**src/rtl/smac_pkg.sv**
```systemverilog
// package of constants, types and register map for the security mode block
package smac_pkg;

  // register byte offsets
  localparam logic [7:0] REG_CMD       = 8'h00;
  localparam logic [7:0] REG_ARG_LO    = 8'h04;
  localparam logic [7:0] REG_ARG_HI    = 8'h08;
  localparam logic [7:0] REG_STATUS    = 8'h0c;
  localparam logic [7:0] REG_ZONE_CFG  = 8'h10;
  localparam logic [7:0] REG_ACCESS    = 8'h14;
  localparam logic [7:0] REG_PAC_BASE  = 8'h20;
  localparam logic [7:0] REG_AAC_BASE  = 8'h40;

  // command codes written to the command register
  localparam logic [3:0] CMD_NONE       = 4'h0;
  localparam logic [3:0] CMD_VERIFY_PW  = 4'h1;
  localparam logic [3:0] CMD_VERIFY_AUTH = 4'h2;
  localparam logic [3:0] CMD_VERIFY_ENC = 4'h3;
  localparam logic [3:0] CMD_WRITE_MAC  = 4'h4;
  localparam logic [3:0] CMD_READ_CSUM  = 4'h5;

  // command register field positions
  localparam int CMD_SET_POS  = 4;
  localparam int CMD_RW_POS   = 8;
  localparam int CMD_OK_POS   = 9;

  // attempt counters after reset of the model store
  localparam logic [7:0] PAC_RESET = 8'hff;
  localparam logic [7:0] AAC_RESET = 8'hff;
  localparam logic [7:0] CNT_DEAD  = 8'h00;

  // communication security mode
  typedef enum logic [1:0]
  {
    SMAC_STANDARD = 2'b00,
    SMAC_AUTH     = 2'b01,
    SMAC_ENCRYPT  = 2'b10
  } smac_mode_t;

  // ahb-lite request group
  typedef struct packed
  {
    logic        hsel;
    logic [31:0] haddr;
    logic [1:0]  htrans;
    logic        hwrite;
    logic [2:0]  hsize;
    logic        hready;
  } smac_ahb_req_t;

  // current security state seen by the access logic
  typedef struct packed
  {
    smac_mode_t mode;
    logic       pw_active;
    logic [2:0] pw_set;
    logic       pw_write;
    logic       key_active;
    logic [1:0] key_set;
  } smac_sec_t;

endpackage

```
**src/rtl/smac_top.sv**
```systemverilog
// security mode and access control logic with ahb-lite register slave
// Behaviour
// reset starts in standard mode, no password or key set active
// auth mode: passwords encrypted, mac applies; encrypt mode encrypts user data
// eight password sets, any may protect any zone
// 24-bit read and write passwords; read grants read, write grants both
// good password stays active until next one or reset; only one active
// wrong password decrements its counter; zero locks password and zones
// in auth or encrypt mode password transactions are encrypted
// four key sets, any may protect any zone
// auth mode lasts until next key-set check or reset; one set active
// failed check leaves auth mode, decrements counter; zero locks set
// host forms random number and challenge from seed
// device computes challenge, compares, on match updates cryptogram and key
// host reads back cryptogram to authenticate the device
// auth variant authenticates; encrypt variant activates encryption
// encryption needs auth mode and the active set's session key
// zones demanding encryption are reachable only in encrypted mode
// only passwords and their counters of system data need encryption
// failed check in encrypt mode drops both modes, decrements counter
// encryption activation uses session key instead of seed
// host sends checksum right after each write in secure modes
// bad write checksum rejects write and clears privileges
// checksum read command resets security
// reset clears password and key set, keeps attempt counters; the code reloads both counter sets to full
//
// The AHB-Lite interface to the registers and the placing of the registers were left to the implementer.
module smac_top
#(
  parameter int PW_SETS  = 8,
  parameter int KEY_SETS = 4,
  parameter int ZONES    = 16
)
(
  input  wire logic        i_clk,
  input  wire logic        i_reset_n,
  input  wire logic        i_hsel,
  input  wire logic [31:0] i_haddr,
  input  wire logic [1:0]  i_htrans,
  input  wire logic        i_hwrite,
  input  wire logic [2:0]  i_hsize,
  input  wire logic [31:0] i_hwdata,
  input  wire logic        i_hready,
  output logic [31:0]      o_hrdata,
  output logic             o_hreadyout,
  output logic             o_hresp,
  output logic [1:0]       o_mode,
  output logic             o_pw_encrypted,
  output logic             o_data_encrypted,
  output logic             o_mac_required,
  output logic             o_zone_read_ok,
  output logic             o_zone_write_ok,
  output logic             o_write_rejected
);

  initial
  begin
    if (PW_SETS != 8 || KEY_SETS != 4 || ZONES < 1 || ZONES > 16)
      $error("smac_top: unsupported set or zone count");
  end

  ////////////////////////////////////////////////////////////////////////////
  // state record
  typedef struct packed
  {
    smac_pkg::smac_sec_t sec;
    logic [7:0][7:0]     password_attempt_counter;
    logic [3:0][7:0]     aac;
    logic                dph;
    logic                dph_wr;
    logic [7:0]          dph_addr;
    logic [31:0]         arg_lo;
    logic [31:0]         arg_hi;
    logic [3:0]          zone;
    logic [15:0]         zone_pw_en;
    logic [15:0]         zone_key_en;
    logic [15:0]         zone_enc;
    logic [31:0]         rdata;
    logic                last_ok;
    logic                reject;
    logic                rd_ok;
    logic                wr_ok;
  } smac_state_t;

  smac_state_t s_q;
  smac_state_t s_d;

  // zone-to-set assignment tables kept in flops, written through REG_ACCESS
  logic [15:0][2:0] zone_pw_q;
  logic [15:0][2:0] zone_pw_d;
  logic [15:0][1:0] zone_key_q;
  logic [15:0][1:0] zone_key_d;

  // a zone is reachable when its password, key and encryption constraints are met
  function automatic logic [1:0] zone_access(
    input smac_state_t      st,
    input logic [2:0]       pws,
    input logic [1:0]       ks
  );
    logic rd;
    logic wr;
    rd = 1'b1;
    wr = 1'b1;
    if (st.zone_pw_en[st.zone])
    begin
      // read password grants read only, write password both
      rd = st.sec.pw_active && st.sec.pw_set == pws &&
           st.password_attempt_counter[pws] != smac_pkg::CNT_DEAD;
      wr = rd && st.sec.pw_write;
    end
    if (st.zone_key_en[st.zone])
    begin
      if (!(st.sec.key_active && st.sec.key_set == ks &&
            st.aac[ks] != smac_pkg::CNT_DEAD))
      begin
        rd = 1'b0;
        wr = 1'b0;
      end
    end
    // zone demanding encryption needs encrypted mode
    if (st.zone_enc[st.zone] && st.sec.mode != smac_pkg::SMAC_ENCRYPT)
    begin
      rd = 1'b0;
      wr = 1'b0;
    end
    return {rd, wr};
  endfunction

  // decrement with floor at zero
  function automatic logic [7:0] dec_sat(input logic [7:0] v);
    return (v == smac_pkg::CNT_DEAD) ? v : v - 8'h01;
  endfunction

  ////////////////////////////////////////////////////////////////////////////
  // next-state logic
  always_comb
  begin
    logic [31:0] cmd;
    logic [3:0]  op;
    logic [2:0]  set8;
    logic [1:0]  set4;
    logic        ok;
    logic        secure;
    logic [1:0]  acc;
    s_d        = s_q;
    zone_pw_d  = zone_pw_q;
    zone_key_d = zone_key_q;
    cmd        = i_hwdata;
    op         = cmd[3:0];
    set8       = cmd[smac_pkg::CMD_SET_POS +: 3];
    set4       = cmd[smac_pkg::CMD_SET_POS +: 2];
    ok         = cmd[smac_pkg::CMD_OK_POS];
    secure     = s_q.sec.mode != smac_pkg::SMAC_STANDARD;
    s_d.reject = 1'b0;
    // ahb address phase capture
    if (i_hready)
    begin
      s_d.dph      = i_hsel && i_htrans[1];
      s_d.dph_wr   = i_hwrite;
      s_d.dph_addr = i_haddr[7:0];
    end
    // read data prepared in the address phase
    if (i_hready && i_hsel && i_htrans[1] && !i_hwrite)
    begin
      s_d.rdata = 32'h0000_0000;
      case (i_haddr[7:0])
        smac_pkg::REG_ARG_LO:   s_d.rdata = s_q.arg_lo;
        smac_pkg::REG_ARG_HI:   s_d.rdata = s_q.arg_hi;
        smac_pkg::REG_STATUS:
          s_d.rdata = {21'h000000, s_q.last_ok, s_q.sec};
        smac_pkg::REG_ZONE_CFG:
          s_d.rdata = {12'h000, s_q.zone, 1'b0,
                       s_q.zone_enc[s_q.zone], s_q.zone_key_en[s_q.zone],
                       s_q.zone_pw_en[s_q.zone], 6'h00,
                       zone_key_q[s_q.zone], 1'b0, zone_pw_q[s_q.zone]};
        default:
        begin
          if (i_haddr[7:5] == 3'b001 && i_haddr[1:0] == 2'b00)
          begin
            // password counters hidden in secure modes
            if (!secure)
              s_d.rdata = {24'h000000, s_q.password_attempt_counter[i_haddr[4:2]]};
          end
          else if (i_haddr[7:4] == 4'h4 && i_haddr[1:0] == 2'b00)
            s_d.rdata = {24'h000000, s_q.aac[i_haddr[3:2]]};
        end
      endcase
    end
    // data phase of a write
    if (s_q.dph && s_q.dph_wr)
    begin
      case (s_q.dph_addr)
        smac_pkg::REG_ARG_LO: s_d.arg_lo = i_hwdata;
        smac_pkg::REG_ARG_HI: s_d.arg_hi = i_hwdata;
        smac_pkg::REG_ZONE_CFG:
        begin
          s_d.zone                 = cmd[19:16];
          s_d.zone_pw_en[cmd[19:16]]  = cmd[12];
          s_d.zone_key_en[cmd[19:16]] = cmd[13];
          s_d.zone_enc[cmd[19:16]]    = cmd[14];
        end
        smac_pkg::REG_ACCESS:
        begin
          // any set may protect any zone
          zone_pw_d[cmd[19:16]]  = cmd[2:0];
          zone_key_d[cmd[19:16]] = cmd[5:4];
        end
        smac_pkg::REG_CMD:
        begin
          case (op)
            smac_pkg::CMD_VERIFY_PW:
            begin
              // caller supplies comparison outcome of decrypted value
              if (s_q.password_attempt_counter[set8] == smac_pkg::CNT_DEAD)
              begin
                s_d.sec.pw_active = 1'b0;
                s_d.last_ok = 1'b0;
              end
              else if (ok)
              begin
                s_d.sec.pw_active = 1'b1;
                s_d.sec.pw_set    = set8;
                s_d.sec.pw_write  = cmd[smac_pkg::CMD_RW_POS];
                s_d.last_ok = 1'b1;
              end
              else
              begin
                s_d.password_attempt_counter[set8] = dec_sat(s_q.password_attempt_counter[set8]);
                s_d.sec.pw_active = 1'b0;
                s_d.last_ok = 1'b0;
              end
            end
            smac_pkg::CMD_VERIFY_AUTH, smac_pkg::CMD_VERIFY_ENC:
            begin
              // encrypt variant needs auth on the same set
              if (s_q.aac[set4] != smac_pkg::CNT_DEAD && ok &&
                  (op == smac_pkg::CMD_VERIFY_AUTH ||
                   (secure && s_q.sec.key_active &&
                    s_q.sec.key_set == set4)))
              begin
                // match: cryptogram and key replaced by engine
                s_d.sec.key_active = 1'b1;
                s_d.sec.key_set    = set4;
                s_d.sec.mode = (op == smac_pkg::CMD_VERIFY_AUTH) ?
                  smac_pkg::SMAC_AUTH : smac_pkg::SMAC_ENCRYPT;
                s_d.last_ok = 1'b1;
              end
              else
              begin
                // failure drops both modes
                s_d.aac[set4] = dec_sat(s_q.aac[set4]);
                s_d.sec.key_active = 1'b0;
                s_d.sec.mode = smac_pkg::SMAC_STANDARD;
                s_d.last_ok = 1'b0;
              end
            end
            smac_pkg::CMD_WRITE_MAC:
            begin
              // bad checksum rejects write and clears privileges
              if (secure && !ok)
              begin
                s_d.reject = 1'b1;
                s_d.sec.mode = smac_pkg::SMAC_STANDARD;
                s_d.sec.key_active = 1'b0;
                s_d.sec.pw_active  = 1'b0;
              end
            end
            smac_pkg::CMD_READ_CSUM:
            begin
              // checksum read resets security
              s_d.sec.mode = smac_pkg::SMAC_STANDARD;
              s_d.sec.key_active = 1'b0;
              s_d.sec.pw_active  = 1'b0;
            end
            default: ;
          endcase
        end
        default: ;
      endcase
    end
    acc = zone_access(s_d, zone_pw_d[s_d.zone], zone_key_d[s_d.zone]);
    s_d.rd_ok = acc[1];
    s_d.wr_ok = acc[0];
  end

  ////////////////////////////////////////////////////////////////////////////
  // state register; attempt counters start full, security at standard
  always_ff @(posedge i_clk or negedge i_reset_n)
  begin
    if (!i_reset_n)
    begin
      s_q        <= '0;
      s_q.password_attempt_counter    <= {8{smac_pkg::PAC_RESET}};
      s_q.aac    <= {4{smac_pkg::AAC_RESET}};
      s_q.sec.mode <= smac_pkg::SMAC_STANDARD;
      zone_pw_q  <= '0;
      zone_key_q <= '0;
    end
    else
    begin
      s_q        <= s_d;
      zone_pw_q  <= zone_pw_d;
      zone_key_q <= zone_key_d;
    end
  end

  ////////////////////////////////////////////////////////////////////////////
  // outputs from flops; hreadyout and hresp tied off
  assign o_hrdata         = s_q.rdata;
  assign o_hreadyout      = 1'b1;
  assign o_hresp          = 1'b0;
  assign o_mode           = s_q.sec.mode;
  // passwords encrypted outside standard mode
  assign o_pw_encrypted   = s_q.sec.mode != smac_pkg::SMAC_STANDARD;
  assign o_data_encrypted = s_q.sec.mode == smac_pkg::SMAC_ENCRYPT;
  assign o_mac_required   = s_q.sec.mode != smac_pkg::SMAC_STANDARD;
  assign o_zone_read_ok   = s_q.rd_ok;
  assign o_zone_write_ok  = s_q.wr_ok;
  assign o_write_rejected = s_q.reject;
endmodule

```
**config.mk**
```make
export PLATFORM = sky130hd
export DESIGN_NAME = smac_top
export DESIGN_NICKNAME = d
export VERILOG_FILES = /design/src/rtl/smac_pkg.sv /design/src/rtl/smac_top.sv
export SDC_FILE = /design/constraint.sdc
export NUM_CORES = 1
export LEC_CHECK = 0
export BUFFER_PORTS_ARGS = -buffer_cell sky130_fd_sc_hd__clkbuf_2
export CAP_MARGIN = 20
export CORE_UTILIZATION = 50
export DETAILED_ROUTE_END_ITERATION = 6
export PLACE_DENSITY = 0.76
export SYNTH_ARGS = -nofsm -noshare
export SYNTH_HDL_FRONTEND = slang
export SYNTH_SLANG_ARGS = --single-unit
```
**constraint.sdc**
```tcl
create_clock -name i_clk -period 3.3 [get_ports i_clk]
set_input_delay 0.33 -clock i_clk [delete_from_list [all_inputs] [get_ports i_clk]]
set_output_delay 0.33 -clock i_clk [all_outputs]
set_load 0.01 [all_outputs]
```
==> results of run 1 <==
## cell type report
cell class,instances,area share [%]
Clock buffer,52,4.47
Clock inverter,21,0.911
Inverter,47,0.711
Multi-Input combinational cell,1261,41.7
Sequential cell,348,35.3
Tap cell,525,2.63
Timing Repair Buffer,471,14.2
## registers in the layout, summed over array words and instances, names as in the netlist
name and count:
o_zone_write_ok 1, zone_key_q 32, o_hrdata 32, zone_pw_q 48, o_mode 2, s_q 231, o_zone_read_ok 1, o_write_rejected 1
## what timing repair did
action,CTS,global route
hold buffers,5,0
setup endpoints to repair,2,3
buffers inserted,7,0
pin swaps,8,3
gates resized for setup,12,5
endpoints found under the hold margin,92,0
## routing by layer
layer / share of wire [%] / global-route usage (%)
met1: 41 / 44.8
met5: 0.021 / 0
met3: 9.3 / 6.93
met4: 3.6 / 11.4
met2: 47 / 51.7
## Yosys cell counts (all sizes together) (17+ instances only)
master / number
buf: 76
dfrtp: 252
nor3: 29
nand3: 25
nor4: 41
clkbuf: 93
a22oi: 25
nor2: 115
nand4: 31
inv: 44
o21ai: 120
a21oi: 58
mux4: 86
mux2i: 44
dfstp: 96
mux2: 224
nand2: 165
and3: 17
## path summary, 6_finish.rpt
kind / startpoint / endpoint / cells past startpoint / slack (ns)
setup / recovery: s_q[154] / o_zone_read_ok / 14 / -0.35
hold / removal: i_hwdata[27] / s_q[115] / 2 / 0.02
setup reg to reg: s_q[154] / o_zone_read_ok / 14 / -0.35
hold reg to reg: o_hrdata[1] / o_hrdata[1] / 2 / 0.48
max in group asynchronous: i_reset_n / s_q[204] / 3 / 1.96
min in group asynchronous: i_reset_n / s_q[43] / 2 / 0.37
## stage by stage
stage | instance area [um2] | cells | hold slack [ns] | total power, mW
after global routing | 25000 | 2725 | 0.00325 | 10.2
final | 25000 | 2725 | 0.0165 | 9.94
after detailed placement | 23500 | 2640 | 0.423 | 5.47
after global placement | 23500 | 2640 | 0.410 | 5.45
after CTS | 25000 | 2725 | 0.000764 | 9.99
after floorplan | 20200 | 1825 | 0.0344 | 4.93
## power by group through the flow
stage               registers [mW]  logic, mW  clock network (mW)
floorplan                     4.46      0.469                   0
CTS                           4.40       1.01                4.57
detailed placement            4.47      0.995                   0
global route                  4.41       1.10                4.73
finish                        4.41       1.03                4.51
global placement              4.47      0.978                   0
## cells by family after synthesis
family / after synthesis / synth area share (%)
compound gates: 349 / 11.6
fa+ha+maj: 4 / 0.249
xor+xnor: 16 / 0.696
buf+inv: 216 / 5.09
mux: 354 / 24.3
simple gates: 536 / 14.1
flops: 348 / 43.8
other cells: 2 / 0.0373
==> qor.csv, run 1 <==
stage,metric,value,unit
critical_path,Worst setup EP type,flip-flop,
detailed_routing,Remaining DRCs,1,
power_and_ir_drop,Sw Share,25.3,%
power_and_ir_drop,leak pwr,11.2,nW
timing,Max Freq,274,MHz
floorplan,area of the core,0.0397,mm2
power_and_ir_drop,worst ir drop on vdd,417,uV
detailed_routing,antenna-violating nets left,0,
timing,Setup-failing EPs final,2,
synthesis,post-synth top area share,31.3,%
global_route,largest net degree at the start of global routing,98,
clock_tree,clk slew on worst S/H paths,0.06,ns
status,status,"finished, violations left",
status,failing checks,"DRC, setup timing",
detailed_routing,vias,17300,
layout,# diodes,0,
timing,unrepaired setup endpoints after global routing,yes,
floorplan,full die area,0.0411,mm2
synthesis,Synth area leader,dfrtp_1,
layout,Syn-to-layout area delta,24.1,%
critical_path,Crit Path Category,flip-flop to flip-flop,
place,HPWL Detailed,49.1,mm
timing,fin worst setup slack,-0.350,ns
layout,layout cells sized above 1,44.9,%
layout,filler instances,3129,
synthesis,async set-reset flop share out of synthesis,100,%
synthesis,synth warn,0,
critical_path,CP top delay family,compound AO/OA/AOI/OAI gates,
clock_tree,H-tree levels,2,
global_route,GRT Residual Overflow,0,
clock_tree,CTS sink cnt,348,
place,# port buffers,85,
layout,most frequent cells in the layout,"362 x buf_4, 251 x dfrtp_1, 221 x mux2_2",
synthesis,"Avg Cell Area, Syn",11.0,um2
critical_path,crit start category,flip-flop,
critical_path,crit-path cells,or4_4 -> buf_6 -> o31a_1 -> a21oi_2 -> clkinv_2 -> buf_12 -> mux4_2 -> o211ai_1 -> o311a_1 -> buf_12 -> xnor2_1 -> a22o_1 -> a41o_1 -> and2_1,
min_path,HP Class,input port to flip-flop,
timing,pins over their slew limit,0,
clock_tree,Root Driver,clkbuf_16,
global_route,vias in the first global route,17400,
power_and_ir_drop,Comb pwr share,10.3,%
critical_path,most frequent CP cell,buf_12,
critical_path,CP max-delay cell,or4_4,
floorplan,floorplan die height,203,um
floorplan,IO Count,116,
synthesis,synthesized area,0.0201,mm2
floorplan,width of the die,203,um
critical_path,Worst Path Required,3.78,ns
timing,Fin. Hold Viols,0,
run,MaxCap Viol Count,0,
synthesis,synthesized net count,1903,
timing,Tcrit/Tclk final,111,%
synthesis,sequential area share after synthesis,43.8,%
power_and_ir_drop,internal power,7.43,mW
detailed_routing,Wirelength per Cell,24.4,um
clock_tree,clock buffer depth,3,
timing,Worst-Margin Slew,0.839,ns
power_and_ir_drop,Flop pwr share,44.3,%
detailed_routing,Post-Route WL,66.4,mm
layout,utilization after layout,62.9,%
power_and_ir_drop,P_sw,2.51,mW
critical_path,CP Max Fanout,8,
layout,# nets final,2247,
timing,Layout Skew,0.0296,ns
clock_tree,number of CTS-inserted buffers,40,
synthesis,top post-synthesis cells by area,"dfrtp_1 31%, dfstp_2 13%, mux2_2 12%, mux4_2 9.6%, nand2_1 3.1%",
timing,setup TNS,-0.670,ns
critical_path,Worst Path Buf+Inv,4,
synthesis,Post-Synthesis Cells,1825,
timing,Max-slew headroom,43.8,%
critical_path,CP arrival,4.13,ns
synthesis,Synth cell types,86,
global_route,GR Util All Layers,32.8,%
layout,Seq. cell area,0.00883,mm2
place,routability cong.,1.02,
clock_tree,"Clk Latency, worst-skew pair",0.58,ns
critical_path,CP max stage delay,0.60,ns
global_route,initial antenna violation count,1,
timing,minimum clock period,3.65,ns
layout,footprint of the multi-input gates,0.0104,mm2
detailed_routing,TritonRoute pass-1 iters,7,
power_and_ir_drop,Power Dens Cells,398,mW/mm2
global_route,first-pass GRT wire length,104,mm
place,Post-Place Setup Slack,-0.509,ns
floorplan,Starting Density,50.7,%
detailed_routing,initial drt markers,1957,
power_and_ir_drop,clock power share,45.3,%
synthesis,number of synthesized register bits,348,
layout,"most common cell after layout, fill and taps aside",buf_4,
synthesis,ys flop type,dfrtp_1,
floorplan,std cell rows,73,
detailed_routing,DR vias/cell,6.35,
clock_tree,CTS tree,yes,
synthesis,"EDFF count, synth",0,
Note: power is estimated with default switching activity, not from simulation.
==> run 2: changes to the inputs <==
- CTS_BUF_LIST: default -> sky130_fd_sc_hd__clkbuf_4
==> run 2 against run 1 <==
The flow still finishes with violations (DRC, setup timing). Critical path depth did not move. Clock-buffer cell count up 85. Non-clock buffer count grew 40. Final cell count grew 5.2%. Global-route usage grew 0.34 points. Register-to-register slack worse by 0.02 ns. Clock skew grew 0.044 ns. Sequential share of layout area down 0.41 points. Combinational power increased by 4%. Setup slack worse by 0.016 ns. Hold slack gained 0.074 ns. Power fell by 4.3%. Critical endpoint unchanged. Largest cell class unchanged. Highest routed layer unchanged.
==> qor.csv, run 2 (synthesis gave the netlist of run 1 again) <==
stage,metric,value,unit,change
status,status,"finished, violations left",,
status,failing checks,"DRC, setup timing",,
timing,Max Freq,273,MHz,-0.44%
min_path,"Endpoint, Worst Hold",s_q[100],,
timing,minimum clock period,3.67,ns,+0.0162 ns
clock_tree,Root Driver,clkbuf_4,,
layout,biggest registers after layout,"s_q x231, zone_pw_q x48",,
critical_path,Critical R2R Capture,o_zone_read_ok,,
layout,Largest Register,s_q,,
place,routability cong.,1.02,,unchanged
critical_path,CP max stage delay,0.56,ns,-0.04 ns
min_path,cell depth of the worst min-delay path,2,,unchanged
timing,Worst-Margin Slew,0.856,ns,+0.0170 ns
layout,# nets final,2343,,+4.3%
detailed_routing,Post-Route WL,67.2,mm,+1.2%
power_and_ir_drop,Power Total,9.52,mW,-4.3%
critical_path,CP max-delay cell,or4b_4,,
critical_path,Worst setup EP type,flip-flop,,
critical_path,CP top delay family,compound AO/OA/AOI/OAI gates,,
clock_tree,H-tree levels,3,,+1
timing,setup TNS,-0.703,ns,-0.0333 ns
min_path,hold_sp,i_hwdata[12],,
critical_path,Worst Path Buf+Inv,4,,unchanged
floorplan,Starting Density,50.7,%,unchanged
detailed_routing,TritonRoute pass-1 iters,7,,unchanged
timing,pins over their slew limit,0,,unchanged
floorplan,full die area,0.0411,mm2,unchanged
clock_tree,clk slew on worst S/H paths,0.06,ns,about the same
critical_path,worst flop-to-flop path startpoint,s_q[157],,
detailed_routing,initial drt markers,1749,,-11%
min_path,HP Class,input port to flip-flop,,
floorplan,std cell rows,73,,unchanged
layout,Largest register FFs,231,,unchanged
detailed_routing,vias,17800,,+3.0%
timing,fin worst setup slack,-0.366,ns,-0.0162 ns
critical_path,FF-to-FF path depth,14,,unchanged
critical_path,crit-path cells,or4b_4 -> buf_4 -> o31a_1 -> a21oi_2 -> clkinv_2 -> buf_12 -> mux4_2 -> o211ai_1 -> o311a_1 -> buf_12 -> o211ai_1 -> a22o_1 -> a41o_1 -> and2_1,,
layout,utilization after layout,63.6,%,+0.74 points
clock_tree,"Clk Latency, worst-skew pair",0.82,ns,+0.24 ns
timing,Hold WS,0.0902,ns,+0.0737 ns
place,# port buffers,85,,unchanged
power_and_ir_drop,worst ir drop on vdd,398,uV,-4.6%
global_route,GR Util All Layers,33.1,%,+0.34 points
clock_tree,CTS sink cnt,348,,unchanged
critical_path,crit start category,flip-flop,,
timing,Tcrit/Tclk final,111,%,+0.49 points
global_route,largest net degree at the start of global routing,98,,unchanged
clock_tree,number of CTS-inserted buffers,96,,+140%
run,MaxCap Viol Count,0,,unchanged
floorplan,area of the core,0.0397,mm2,unchanged
place,dpl cells,2640,,unchanged
power_and_ir_drop,Power Dens Cells,376,mW/mm2,-5.4%
detailed_routing,Wirelength per Cell,23.4,um,-3.8%
layout,most frequent cells in the layout,"363 x buf_4, 251 x dfrtp_1, 221 x mux2_2",,
global_route,first-pass GRT wire length,105,mm,+1.1%
critical_path,flop2flop setup slack,-0.37,ns,-0.02 ns
detailed_routing,antenna-violating nets left,0,,unchanged
layout,Syn-to-layout area delta,25.6,%,
timing,Fin. Hold Viols,0,,unchanged
floorplan,width of the die,203,um,unchanged
clock_tree,clock buffer depth,3,,unchanged
global_route,GRT Residual Overflow,0,,unchanged
global_route,vias in the first global route,18200,,+4.5%
detailed_routing,DR vias/cell,6.22,,-2.1%
global_route,initial antenna violation count,3,,+2
floorplan,floorplan die height,203,um,unchanged
layout,Finished Layout Cells,2867,,+5.2%
timing,Max-slew headroom,42.6,%,-1.1 points
critical_path,Crit Path Category,flip-flop to flip-flop,,
detailed_routing,Remaining DRCs,2,,+1
power_and_ir_drop,leak pwr,11.5,nW,+2.3%
critical_path,CP arrival,4.36,ns,+0.23 ns
timing,Layout Skew,0.0737,ns,+0.0441 ns
place,HPWL Detailed,49.1,mm,unchanged
critical_path,CP Max Fanout,8,,unchanged
timing,unrepaired setup endpoints after global routing,yes,,
clock_tree,CTS tree,yes,,
critical_path,Worst Path Required,4.00,ns,+0.22 ns
layout,layout cells sized above 1,45.9,%,+1.0 points
layout,"most common cell after layout, fill and taps aside",buf_4,,
floorplan,IO Count,116,,unchanged
timing,Setup-failing EPs final,2,,unchanged
## run 2: how the worst max path moves through the flow
stage / startpoint / end / slack (ns) / cells past startpoint
floorplan: i_hwdata[4] / o_zone_read_ok / -0.27 / 16
global placement: s_q[153] / o_zone_read_ok / -0.49 / 14
detailed placement: s_q[153] / o_zone_read_ok / -0.51 / 14
CTS: s_q[154] / o_zone_read_ok / -0.38 / 14
global route: s_q[153] / o_zone_read_ok / -0.52 / 14
finish: s_q[157] / o_zone_read_ok / -0.37 / 14
## run 2: per-layer routing
metal | GRT usage, % | share of wire [%]
met5 | 0 | 0.015
met4 | 13.5 | 3.6
met3 | 6.28 | 8.3
met2 | 52.2 | 47
met1 | 45.0 | 41
## run 2: per-stage QoR
stage                     instance area (um2)  worst slack, ns
after floorplan                         20200           -0.268
after global placement                  23500           -0.490
after detailed placement                23500           -0.509
after CTS                               25300           -0.383
after global routing                    25300           -0.523
final                                   25300           -0.366
## run 2: repair_timing
item,in CTS,in global routing
endpoints found under the setup margin,2,5
endpoints found under the hold margin,144,0
pin swaps,9,4
hold buffers,44,0
gates cloned,0,0
resized for setup,10,4
buffers inserted,8,0
## run 2: layout make-up
type,instances,area [um2]
diodes,4,10.0
clock buffers,137,1030
repair buffers,511,3950
fillers,3106,14400
multi-input cells,1261,10400
well taps,525,657
clock inverters,34,224
flip-flops and latches,348,8830
inverters,47,178
## run 2: worst register-to-register path: cells and delay by family, from the launching register on
family	cells	cell delay, ns
AND/OR/NAND/NOR	2	0.71
flip-flops	1	0.39
multiplexers	1	0.28
AO/OA/AOI/OAI	7	1.62
buffers and inverters	4	0.57
## run 2: report_power, final
group	switching, mW	internal (mW)	leakage [nW]
Clock	1.95	2.09	0.738
Combinational	0.605	0.468	6.48
Sequential	0.0556	4.35	4.28
